**src/shared/ofr_pkg.sv**
```systemverilog
// Purpose: shared constants and types of the output fault retry control
// Assumes: command codes are decoded upstream of the register port
// Notes: the low-voltage floor comparison arrives as a pin-level flag
//
// What this block does
// - retry field one to six: that many restarts, then latch output off
// - retry field all ones: restart forever until commanded off or faulted
// - restart starts spaced by retry-time delay times the fault's unit
// - retry-time n selects 2**n units, for run-on delay and spacing
// - delay unit size comes from a separate unit setting
// - hold 16-bit linear over-current threshold compared to output current
// - every response code sets the over-current status bit and notifies
// - code zero: brickwall limiting at threshold forever
// - code one: limit forever while output voltage stays above floor
// - code one: voltage below floor shuts down then follows retry count
// - code two: limit regardless of voltage for the retry-time delay
// - still limiting when that delay ends: follow retry count
// - retry field zero: no restart, output off until fault cleared
package ofr_pkg;

	// ====================================================================
	// register map
	localparam logic [7:0] OFR_ADDR_OC_THRESHOLD = 8'h46;
	localparam logic [7:0] OFR_ADDR_OC_RESPONSE = 8'h47;
	localparam logic [15:0] OFR_RST_OC_THRESHOLD = 16'h0000;
	localparam logic [7:0] OFR_RST_OC_RESPONSE = 8'h00;

	// ====================================================================
	// response field layout
	localparam int OFR_MODE_MSB = 7;
	localparam int OFR_MODE_LSB = 6;
	localparam int OFR_RETRY_MSB = 5;
	localparam int OFR_RETRY_LSB = 3;
	localparam int OFR_RTIME_MSB = 2;
	localparam int OFR_RTIME_LSB = 0;

	localparam logic [1:0] OFR_MODE_BRICKWALL = 2'h0;
	localparam logic [1:0] OFR_MODE_CONDITIONED = 2'h1;
	localparam logic [1:0] OFR_MODE_DELAYED = 2'h2;
	localparam logic [2:0] OFR_RETRY_NONE = 3'h0;
	localparam logic [2:0] OFR_RETRY_ENDLESS = 3'h7;

	// linear format: 5-bit signed exponent above 11-bit signed mantissa
	localparam int OFR_LIN_EXP_LSB = 11;
	localparam int OFR_LIN_FRAC_BITS = 16;

	// ====================================================================
	// types
	typedef enum logic [2:0] {
		OFR_OFF,
		OFR_RUN,
		OFR_LIMIT,
		OFR_WAIT,
		OFR_LATCH
	} ofr_state_t;

	typedef struct packed {
		logic [1:0] mode;
		logic [2:0] retries;
		logic [2:0] rtime;
	} ofr_resp_t;

	typedef struct packed {
		logic oc_fault;
		logic limiting;
		logic latched;
		logic [2:0] attempts;
	} ofr_status_t;

endpackage

```
**src/logic/ofr_output_fault_retry.sv**
```systemverilog
// Purpose: over-current response and restart sequencing of the output
// Assumes: measured current arrives on clk in linear format; floor flag
//   and on/off level come from pins
// Notes: the analog loop does the clamping; this block says when and stops
`timescale 1ns/1ps
`default_nettype none

module ofr_output_fault_retry #(
	parameter int UNIT_W = 16
) (
	input wire logic clk,
	input wire logic reset,
	input wire logic ce,
	input wire logic reg_wr,
	input wire logic reg_rd,
	input wire logic [7:0] reg_addr,
	input wire logic [15:0] reg_wdata,
	output logic [15:0] reg_rdata,
	input wire logic [UNIT_W-1:0] delay_unit_cycles,
	input wire logic [15:0] iout_meas,
	input wire logic vout_low_pin,
	input wire logic on_pin,
	input wire logic other_fault,
	input wire logic clear_faults,
	output logic out_enable,
	output logic [15:0] oc_limit,
	output logic host_notify,
	output ofr_pkg::ofr_status_t status
);

	if (UNIT_W < 1 || UNIT_W > 32) begin : g_unit_w_bad
		$error("UNIT_W out of range");
	end

	// ====================================================================
	// linear to fixed point, fraction of OFR_LIN_FRAC_BITS bits
	function automatic logic signed [47:0] lin_val(input logic [15:0] w);
		logic signed [47:0] m;
		logic [5:0] sh;
		m = {{37{w[10]}}, w[10:0]};
		m = m <<< ofr_pkg::OFR_LIN_FRAC_BITS;
		sh = 6'h20 - {1'b0, w[15:ofr_pkg::OFR_LIN_EXP_LSB]};
		if (w[15]) begin
			lin_val = m >>> sh;
		end else begin
			lin_val = m <<< w[15:ofr_pkg::OFR_LIN_EXP_LSB];
		end
	endfunction

	// ====================================================================
	// pin synchronisers
	logic vlow_meta_reg, vlow_reg, on_meta_reg, on_reg;
	always_ff @(posedge clk) begin
		if (reset) begin
			vlow_meta_reg <= 1'b0;
			vlow_reg <= 1'b0;
			on_meta_reg <= 1'b0;
			on_reg <= 1'b0;
		end else if (ce) begin
			vlow_meta_reg <= vout_low_pin;
			vlow_reg <= vlow_meta_reg;
			on_meta_reg <= on_pin;
			on_reg <= on_meta_reg;
		end
	end

	// ====================================================================
	// registers
	logic [15:0] thresh_reg;
	ofr_pkg::ofr_resp_t resp_reg;
	always_ff @(posedge clk) begin
		if (reset) begin
			thresh_reg <= ofr_pkg::OFR_RST_OC_THRESHOLD;
			resp_reg <= ofr_pkg::OFR_RST_OC_RESPONSE;
		end else if (ce && reg_wr) begin
			if (reg_addr == ofr_pkg::OFR_ADDR_OC_THRESHOLD) begin
				thresh_reg <= reg_wdata;
			end else if (reg_addr == ofr_pkg::OFR_ADDR_OC_RESPONSE) begin
				resp_reg <= reg_wdata[7:0];
			end
		end
	end

	always_ff @(posedge clk) begin
		if (reset) begin
			reg_rdata <= 16'h0000;
		end else if (ce && reg_rd) begin
			if (reg_addr == ofr_pkg::OFR_ADDR_OC_THRESHOLD) begin
				reg_rdata <= thresh_reg;
			end else if (reg_addr == ofr_pkg::OFR_ADDR_OC_RESPONSE) begin
				reg_rdata <= {8'h00, resp_reg};
			end else begin
				reg_rdata <= 16'h0000;
			end
		end
	end

	assign oc_limit = thresh_reg;

	// ====================================================================
	// fault detect and sequencing
	logic oc_now;
	assign oc_now = lin_val(iout_meas) > lin_val(thresh_reg);

	ofr_pkg::ofr_state_t state_reg;
	logic [2:0] attempts_reg;
	logic tmr_done_reg;
	logic tmr_start;
	logic shut_req;
	logic latch_now;

	// mode 3 is handled like delayed limiting
	always_comb begin
		shut_req = 1'b0;
		if (state_reg == ofr_pkg::OFR_LIMIT && oc_now) begin
			if (resp_reg.mode == ofr_pkg::OFR_MODE_CONDITIONED) begin
				shut_req = vlow_reg;
			end else if (resp_reg.mode != ofr_pkg::OFR_MODE_BRICKWALL) begin
				shut_req = tmr_done_reg;
			end
		end
	end

	// out of attempts latches; endless retry never does
	assign latch_now = resp_reg.retries == ofr_pkg::OFR_RETRY_NONE
		|| (resp_reg.retries != ofr_pkg::OFR_RETRY_ENDLESS
		&& attempts_reg >= resp_reg.retries);
	logic run_ok;
	assign run_ok = on_reg && !other_fault;

	always_ff @(posedge clk) begin
		if (reset) begin
			state_reg <= ofr_pkg::OFR_OFF;
		end else if (ce) begin
			if (state_reg != ofr_pkg::OFR_LATCH && !run_ok) begin
				state_reg <= ofr_pkg::OFR_OFF;
			end else begin
				case (state_reg)
				ofr_pkg::OFR_OFF: begin
					state_reg <= ofr_pkg::OFR_RUN;
				end
				ofr_pkg::OFR_RUN: begin
					if (oc_now) begin
						state_reg <= ofr_pkg::OFR_LIMIT;
					end
				end
				ofr_pkg::OFR_LIMIT: begin
					if (shut_req) begin
						state_reg <= latch_now ? ofr_pkg::OFR_LATCH
							: ofr_pkg::OFR_WAIT;
					end else if (!oc_now) begin
						state_reg <= ofr_pkg::OFR_RUN;
					end
				end
				ofr_pkg::OFR_WAIT: begin
					if (tmr_done_reg) begin
						state_reg <= ofr_pkg::OFR_RUN;
					end
				end
				ofr_pkg::OFR_LATCH: begin
					if (clear_faults) begin
						state_reg <= ofr_pkg::OFR_OFF;
					end
				end
				default: begin
					state_reg <= ofr_pkg::OFR_OFF;
				end
				endcase
			end
		end
	end

	always_ff @(posedge clk) begin
		if (reset) begin
			attempts_reg <= 3'h0;
		end else if (ce) begin
			if (state_reg == ofr_pkg::OFR_OFF) begin
				attempts_reg <= 3'h0;
			end else if (state_reg == ofr_pkg::OFR_WAIT && tmr_done_reg
				&& run_ok) begin
				if (attempts_reg != 3'h7) begin
					attempts_reg <= attempts_reg + 3'h1;
				end
			end else if (state_reg == ofr_pkg::OFR_RUN && !oc_now
				&& tmr_done_reg && attempts_reg != 3'h0) begin
				attempts_reg <= 3'h0;
			end
		end
	end

	// ====================================================================
	// delay timer: 2**rtime units of delay_unit_cycles each
	assign tmr_start = run_ok && ((state_reg == ofr_pkg::OFR_RUN && oc_now)
		|| shut_req || (state_reg == ofr_pkg::OFR_WAIT && tmr_done_reg));

	logic [UNIT_W-1:0] unit_cnt_reg;
	logic [7:0] units_cnt_reg;
	logic [7:0] units_target;
	assign units_target = 8'(8'h01 << resp_reg.rtime);

	always_ff @(posedge clk) begin
		if (reset) begin
			unit_cnt_reg <= '0;
			units_cnt_reg <= 8'h00;
			tmr_done_reg <= 1'b0;
		end else if (ce) begin
			if (tmr_start) begin
				unit_cnt_reg <= '0;
				units_cnt_reg <= 8'h00;
				tmr_done_reg <= 1'b0;
			end else if (!tmr_done_reg) begin
				// a zero unit setting counts as one cycle, never stalls
				if (unit_cnt_reg + UNIT_W'(1) >= delay_unit_cycles) begin
					unit_cnt_reg <= '0;
					units_cnt_reg <= units_cnt_reg + 8'h01;
					if (units_cnt_reg + 8'h01 == units_target) begin
						tmr_done_reg <= 1'b1;
					end
				end else begin
					unit_cnt_reg <= unit_cnt_reg + UNIT_W'(1);
				end
			end
		end
	end

	// ====================================================================
	// status, set wins over clear
	logic oc_flag_reg;
	always_ff @(posedge clk) begin
		if (reset) begin
			oc_flag_reg <= 1'b0;
		end else if (ce) begin
			if (oc_now && (state_reg == ofr_pkg::OFR_RUN
				|| state_reg == ofr_pkg::OFR_LIMIT)) begin
				oc_flag_reg <= 1'b1;
			end else if (clear_faults) begin
				oc_flag_reg <= 1'b0;
			end
		end
	end

	assign host_notify = oc_flag_reg;
	assign out_enable = state_reg == ofr_pkg::OFR_RUN
		|| state_reg == ofr_pkg::OFR_LIMIT;
	assign status = '{oc_fault: oc_flag_reg,
		limiting: state_reg == ofr_pkg::OFR_LIMIT,
		latched: state_reg == ofr_pkg::OFR_LATCH,
		attempts: attempts_reg};

	// ====================================================================
	// checks
	a_latch_holds: assert property (@(posedge clk) disable iff (reset)
		state_reg == ofr_pkg::OFR_LATCH && !clear_faults
		|=> !out_enable)
		else $error("output came back on while latched");
	a_no_retry_latch: assert property (@(posedge clk) disable iff (reset)
		ce && run_ok && shut_req
		&& resp_reg.retries == ofr_pkg::OFR_RETRY_NONE
		|=> state_reg == ofr_pkg::OFR_LATCH)
		else $error("zero retries did not latch off");
	a_endless_never: assert property (@(posedge clk) disable iff (reset)
		ce && resp_reg.retries == ofr_pkg::OFR_RETRY_ENDLESS
		&& state_reg != ofr_pkg::OFR_LATCH
		|=> state_reg != ofr_pkg::OFR_LATCH)
		else $error("endless retry latched off");
	a_attempt_cap: assert property (@(posedge clk) disable iff (reset)
		resp_reg.retries != ofr_pkg::OFR_RETRY_ENDLESS
		&& $stable(resp_reg) && $past(ce) && !$past(reset)
		&& $past(attempts_reg) <= resp_reg.retries
		|-> attempts_reg <= resp_reg.retries)
		else $error("more restarts than programmed");
	a_status_set: assert property (@(posedge clk) disable iff (reset)
		ce && oc_now && state_reg == ofr_pkg::OFR_RUN
		|=> host_notify && status.oc_fault)
		else $error("over-current not flagged");
	a_brickwall_stays: assert property (@(posedge clk) disable iff (reset)
		ce && run_ok && state_reg == ofr_pkg::OFR_LIMIT
		&& resp_reg.mode == ofr_pkg::OFR_MODE_BRICKWALL
		|=> out_enable)
		else $error("brickwall mode shut the output down");
	a_floor_shut: assert property (@(posedge clk) disable iff (reset)
		ce && state_reg == ofr_pkg::OFR_LIMIT && oc_now && vlow_reg
		&& resp_reg.mode == ofr_pkg::OFR_MODE_CONDITIONED
		|=> !out_enable)
		else $error("below floor but output still on");
	a_delay_hold: assert property (@(posedge clk) disable iff (reset)
		ce && run_ok && state_reg == ofr_pkg::OFR_LIMIT && !tmr_done_reg
		&& resp_reg.mode == ofr_pkg::OFR_MODE_DELAYED
		|=> out_enable)
		else $error("delayed limiting ended early");
	a_wait_off: assert property (@(posedge clk) disable iff (reset)
		ce && state_reg == ofr_pkg::OFR_WAIT && !tmr_done_reg
		|=> !out_enable)
		else $error("restart before delay elapsed");

endmodule

`default_nettype wire

```
**config.mk**
```make
export PLATFORM = sky130hd
export DESIGN_NAME = ofr_output_fault_retry
export DESIGN_NICKNAME = d
export VERILOG_FILES = /design/src/shared/ofr_pkg.sv /design/src/logic/ofr_output_fault_retry.sv
export SDC_FILE = /design/constraint.sdc
export NUM_CORES = 1
export LEC_CHECK = 0
export BUFFER_PORTS_ARGS = -buffer_cell sky130_fd_sc_hd__buf_2
export CORE_UTILIZATION = 45
export DETAILED_ROUTE_END_ITERATION = 6
export GPL_ROUTABILITY_DRIVEN = 0
export PLACE_DENSITY_LB_ADDON = 0.12
export SLEW_MARGIN = 20
export SYNTH_ARGS = -nofsm -noshare
export SYNTH_HDL_FRONTEND = slang
export SYNTH_SLANG_ARGS = --single-unit
```
**constraint.sdc**
```tcl
create_clock -name clk -period 6.75 [get_ports clk]
set_input_delay 0.675 -clock clk [delete_from_list [all_inputs] [get_ports clk]]
set_output_delay 0.675 -clock clk [all_outputs]
set_load 0.01 [all_outputs]
```
==> impl_metrics.json <==
{
  "cts-root-buf": "clkbuf_16",
  "r2r-end": "units_cnt_reg[5]",
  "clock_path_buffers": 2,
  "grt_antenna_before_repair": 0,
  "post-cts-setup-buffers": 0,
  "p_switching_w": 0.0004503,
  "clk_latency_ns": 0.34,
  "ff2ff_path_depth": 18,
  "muxShareOfSynthArea_pct": 11.05,
  "final_hold_viol_count": 0,
  "regArea_sq_um": 1521,
  "grt_start_max_net_pins": 56,
  "path_cells": "clkinv_1, ha_1, mux2_2, nor2_1, a21oi_1, mux2i_1, nor2_1, o311ai_0, ha_1, a21o_1, a21o_1, a221oi_2, o211ai_1, a211oi_4, mux2i_2, o31a_1, buf_4, o221ai_1",
  "p_per_area_nw_per_um2": 132.6,
  "crit_buf_inv": 2,
  "cts_inserted_buffers": 9,
  "synth_top_family_by_area": "compound AO/OA/AOI/OAI gates",
  "async_reset_ff_share_pct": 0,
  "setup_tns_ns": 0,
  "r2r-start": "oc_limit[11]",
  "design_area_sq_um": 10100,
  "synth-compound-area-share_pct": 27.97,
  "crit_path_end_kind": "register",
  "netlist_area_sq_um": 9328,
  "p_int_w": 0.0008898,
  "crit_path_start_kind": "register",
  "yosys_warnings": 0,
  "place.detailed.instances": 1585,
  "cp.arrival_ns": 5.81,
  "slew_headroom_pct": 33.83,
  "ys_top_cells_by_count": "nand2_1 (145), nor2_1 (136), a21oi_1 (128), clkbuf_1 (94), o21ai_0 (90)",
  "io_pins": 105,
  "layout-drive-gt1-share_pct": 14.96,
  "die_y_um": 146.0,
  "cpPeakStageDelay_ns": 0.86,
  "holdWs_ns": 0.5047,
  "drt_iter0_drc": 579,
  "synth_flop_cell": "dfxtp_1",
  "vias": 9482,
  "yosys.area_share.simple_pct": 25.15,
  "firstDrtPassIters": 5,
  "antenna_cells": 0,
  "core_area_sq_um": 20300,
  "critical_path_required_ns": 6.94,
  "critPathKind": "reg2reg",
  "slowest_stage": "ha_1",
  "avgSynthCellArea_sq_um": 7.099,
  "instances_no_fill": 1600,
  "yosys.cell_count.top_type": "nand2_1",
  "crit_start": "oc_limit[11]",
  "overflow": 0,
  "cts_resized": 0,
  "synth_top_area_cell": "dfxtp_1",
  "reg2reg_slack_ns": 1.14,
  "synth-adder-area-share_pct": 9.256,
  "avgViaCountPerCell": 5.926,
  "multi_input_area_sq_um": 7124,
  "synthToLayoutAreaGrowth_pct": 8.316,
  "synth_cells": 1314,
  "p_comb_share_pct": 29.4,
  "synth-xor-area-share_pct": 2.911,
  "fp.dieW_um": 146.0,
  "postPlaceCellArea_sq_um": 9827,
  "rsz0062_at_grt": "false",
  "routed_wl_mm": 26.64,
  "cts_sinks": 76,
  "n_fill_cell": 2110,
  "row_count": 52,
  "ys_top_cells_by_area": "dfxtp_1 (16%), ha_1 (9.3%), mux2i_1 (7.2%)",
  "leakage_nw": 4.005,
  "path_max_fanout": 23,
  "layout_min_cycle_time_ns": 5.612,
  "htreeDepth": 3,
  "pwr-share-seq_pct": 36.4,
  "tightest_slew_ns": 0.9926,
  "crit_family": "compound AO/OA/AOI/OAI gates",
  "sw_frac_of_total_pct": 33.60,
  "nets": 1460,
  "cts_tree": "yes",
  "pwr-share-clk_pct": 34.2,
  "clk_pin_slew_ns": 0.06,
  "ys_seq_elements": 76,
  "yosys.area.top_type_share_pct": 16.31,
  "holdPathEnd": "vlow_meta_reg",
  "grt_first_pass_wirelength_mm": 44.07,
  "peakVddDrop_v": 0.0001107,
  "start_util_pct": 45.95,
  "hpwlAfterDp_mm": 19.71,
  "routedWlPerCell_um": 16.65,
  "die-area_sq_um": 21310,
  "fin_crit_sh_pct": 83.15,
  "ys_seq_area_share_pct": 16.31,
  "track_usage_pct": 24.95,
  "port_buffers": 104,
  "finClkSkew_ns": 0.006478,
  "drc": 0,
  "synth_nets": 1448,
  "fmax_ghz": 0.1782,
  "maxSlewViolCount": 0,
  "ys_types": 83,
  "outcome": "completed",
  "maxCapViolations": 0,
  "setup_viol": 0,
  "postCtsHoldBufs": 0,
  "grt_pass1_vias": 8627,
  "min_delay_path_depth": 2,
  "antenna_left": 0,
  "worstHoldStart": "vlow_meta_reg",
  "synth_edf_count": 0,
  "hp-class": "reg2reg"
}
-- metrics by stage --
| step | power (W) | setup slack [ns] | utilization, % |
|---|---|---|---|
| 5_1_grt | 0.001419 | 0.5886 | 49.77 |
| 3_3_place_gp | 0.0008847 | 1.102 | 48.41 |
| 4_1_cts | 0.001349 | 1.098 | 49.77 |
| 2_1_floorplan | 0.0007959 | 1.326 | - |
| 6_report | 0.001340 | 1.138 | 49.77 |
| 3_5_place_dp | 0.0008879 | 0.9589 | 48.41 |
-- layer usage --
metal  vias up  routed length [um]  GRT usage (%)  share of wire (%)
li1       4813                   -              -                  -
met5         -                   0              0                  0
met3        30                1045          2.351                3.9
met1      4403               12330          33.74                 46
met4         0                 351          6.563                1.3
met2       236               12920          42.32                 48
-- cells in the final DEF (no fill, tap or decap), types with 27 or more instances in the layout --
master,synthesis,layout
a21oi_1,128,128
a22oi_1,27,27
buf_2,4,104
dfxtp_1,76,76
ha_1,69,69
inv_1,47,47
mux2i_1,67,66
nand2_1,145,145
nor2_1,136,136
nor3_1,31,31
o21ai_0,90,90
-- cell families (layout without fill, tap and decap cells) --
family | count (synthesis) | after routing
xor+xnor | 31 | 31
buf+inv | 171 | 187
fa+ha+maj | 69 | 69
simple gates | 473 | 473
flops | 76 | 76
mux | 94 | 94
compound gates | 400 | 400
-- worst max path at each step --
stage,to,slack [ns],cells after the start
2_1_floorplan,units_cnt_reg[1],1.33,24
3_3_place_gp,units_cnt_reg[5],1.10,20
3_5_place_dp,units_cnt_reg[5],0.96,19
4_1_cts,units_cnt_reg[5],1.10,18
5_1_grt,units_cnt_reg[5],0.59,18
6_report,units_cnt_reg[5],1.14,18
-- area by class of cell --
type	instances	share of cell area [%]
clock buffers	10	2.365
clock inverters	5	0.3715
inverters	50	1.858
multi-input cells	1067	70.51
flip-flops and latches	76	15.06
well taps	270	3.344
repair buffers	122	6.489
-- power by group through the flow --
stage | sequential (W) | combinational [W] | clock [W]
after detailed placement | 0.000497 | 0.000391 | 0
after global routing | 0.000491 | 0.000442 | 0.000485
final | 0.000487 | 0.000394 | 0.000458
after floorplan | 0.000478 | 0.000318 | 0
after global placement | 0.000497 | 0.000388 | 0
after CTS | 0.000487 | 0.000394 | 0.000469
-- tightest hold or removal path: cells and delay by family (launching register included) --
family | cells | cell delay (ns)
flops | 1 | 0.33
simple gates | 1 | 0.08
mux | 1 | 0.06
No activity file was read; power rests on OpenSTA's default activity.
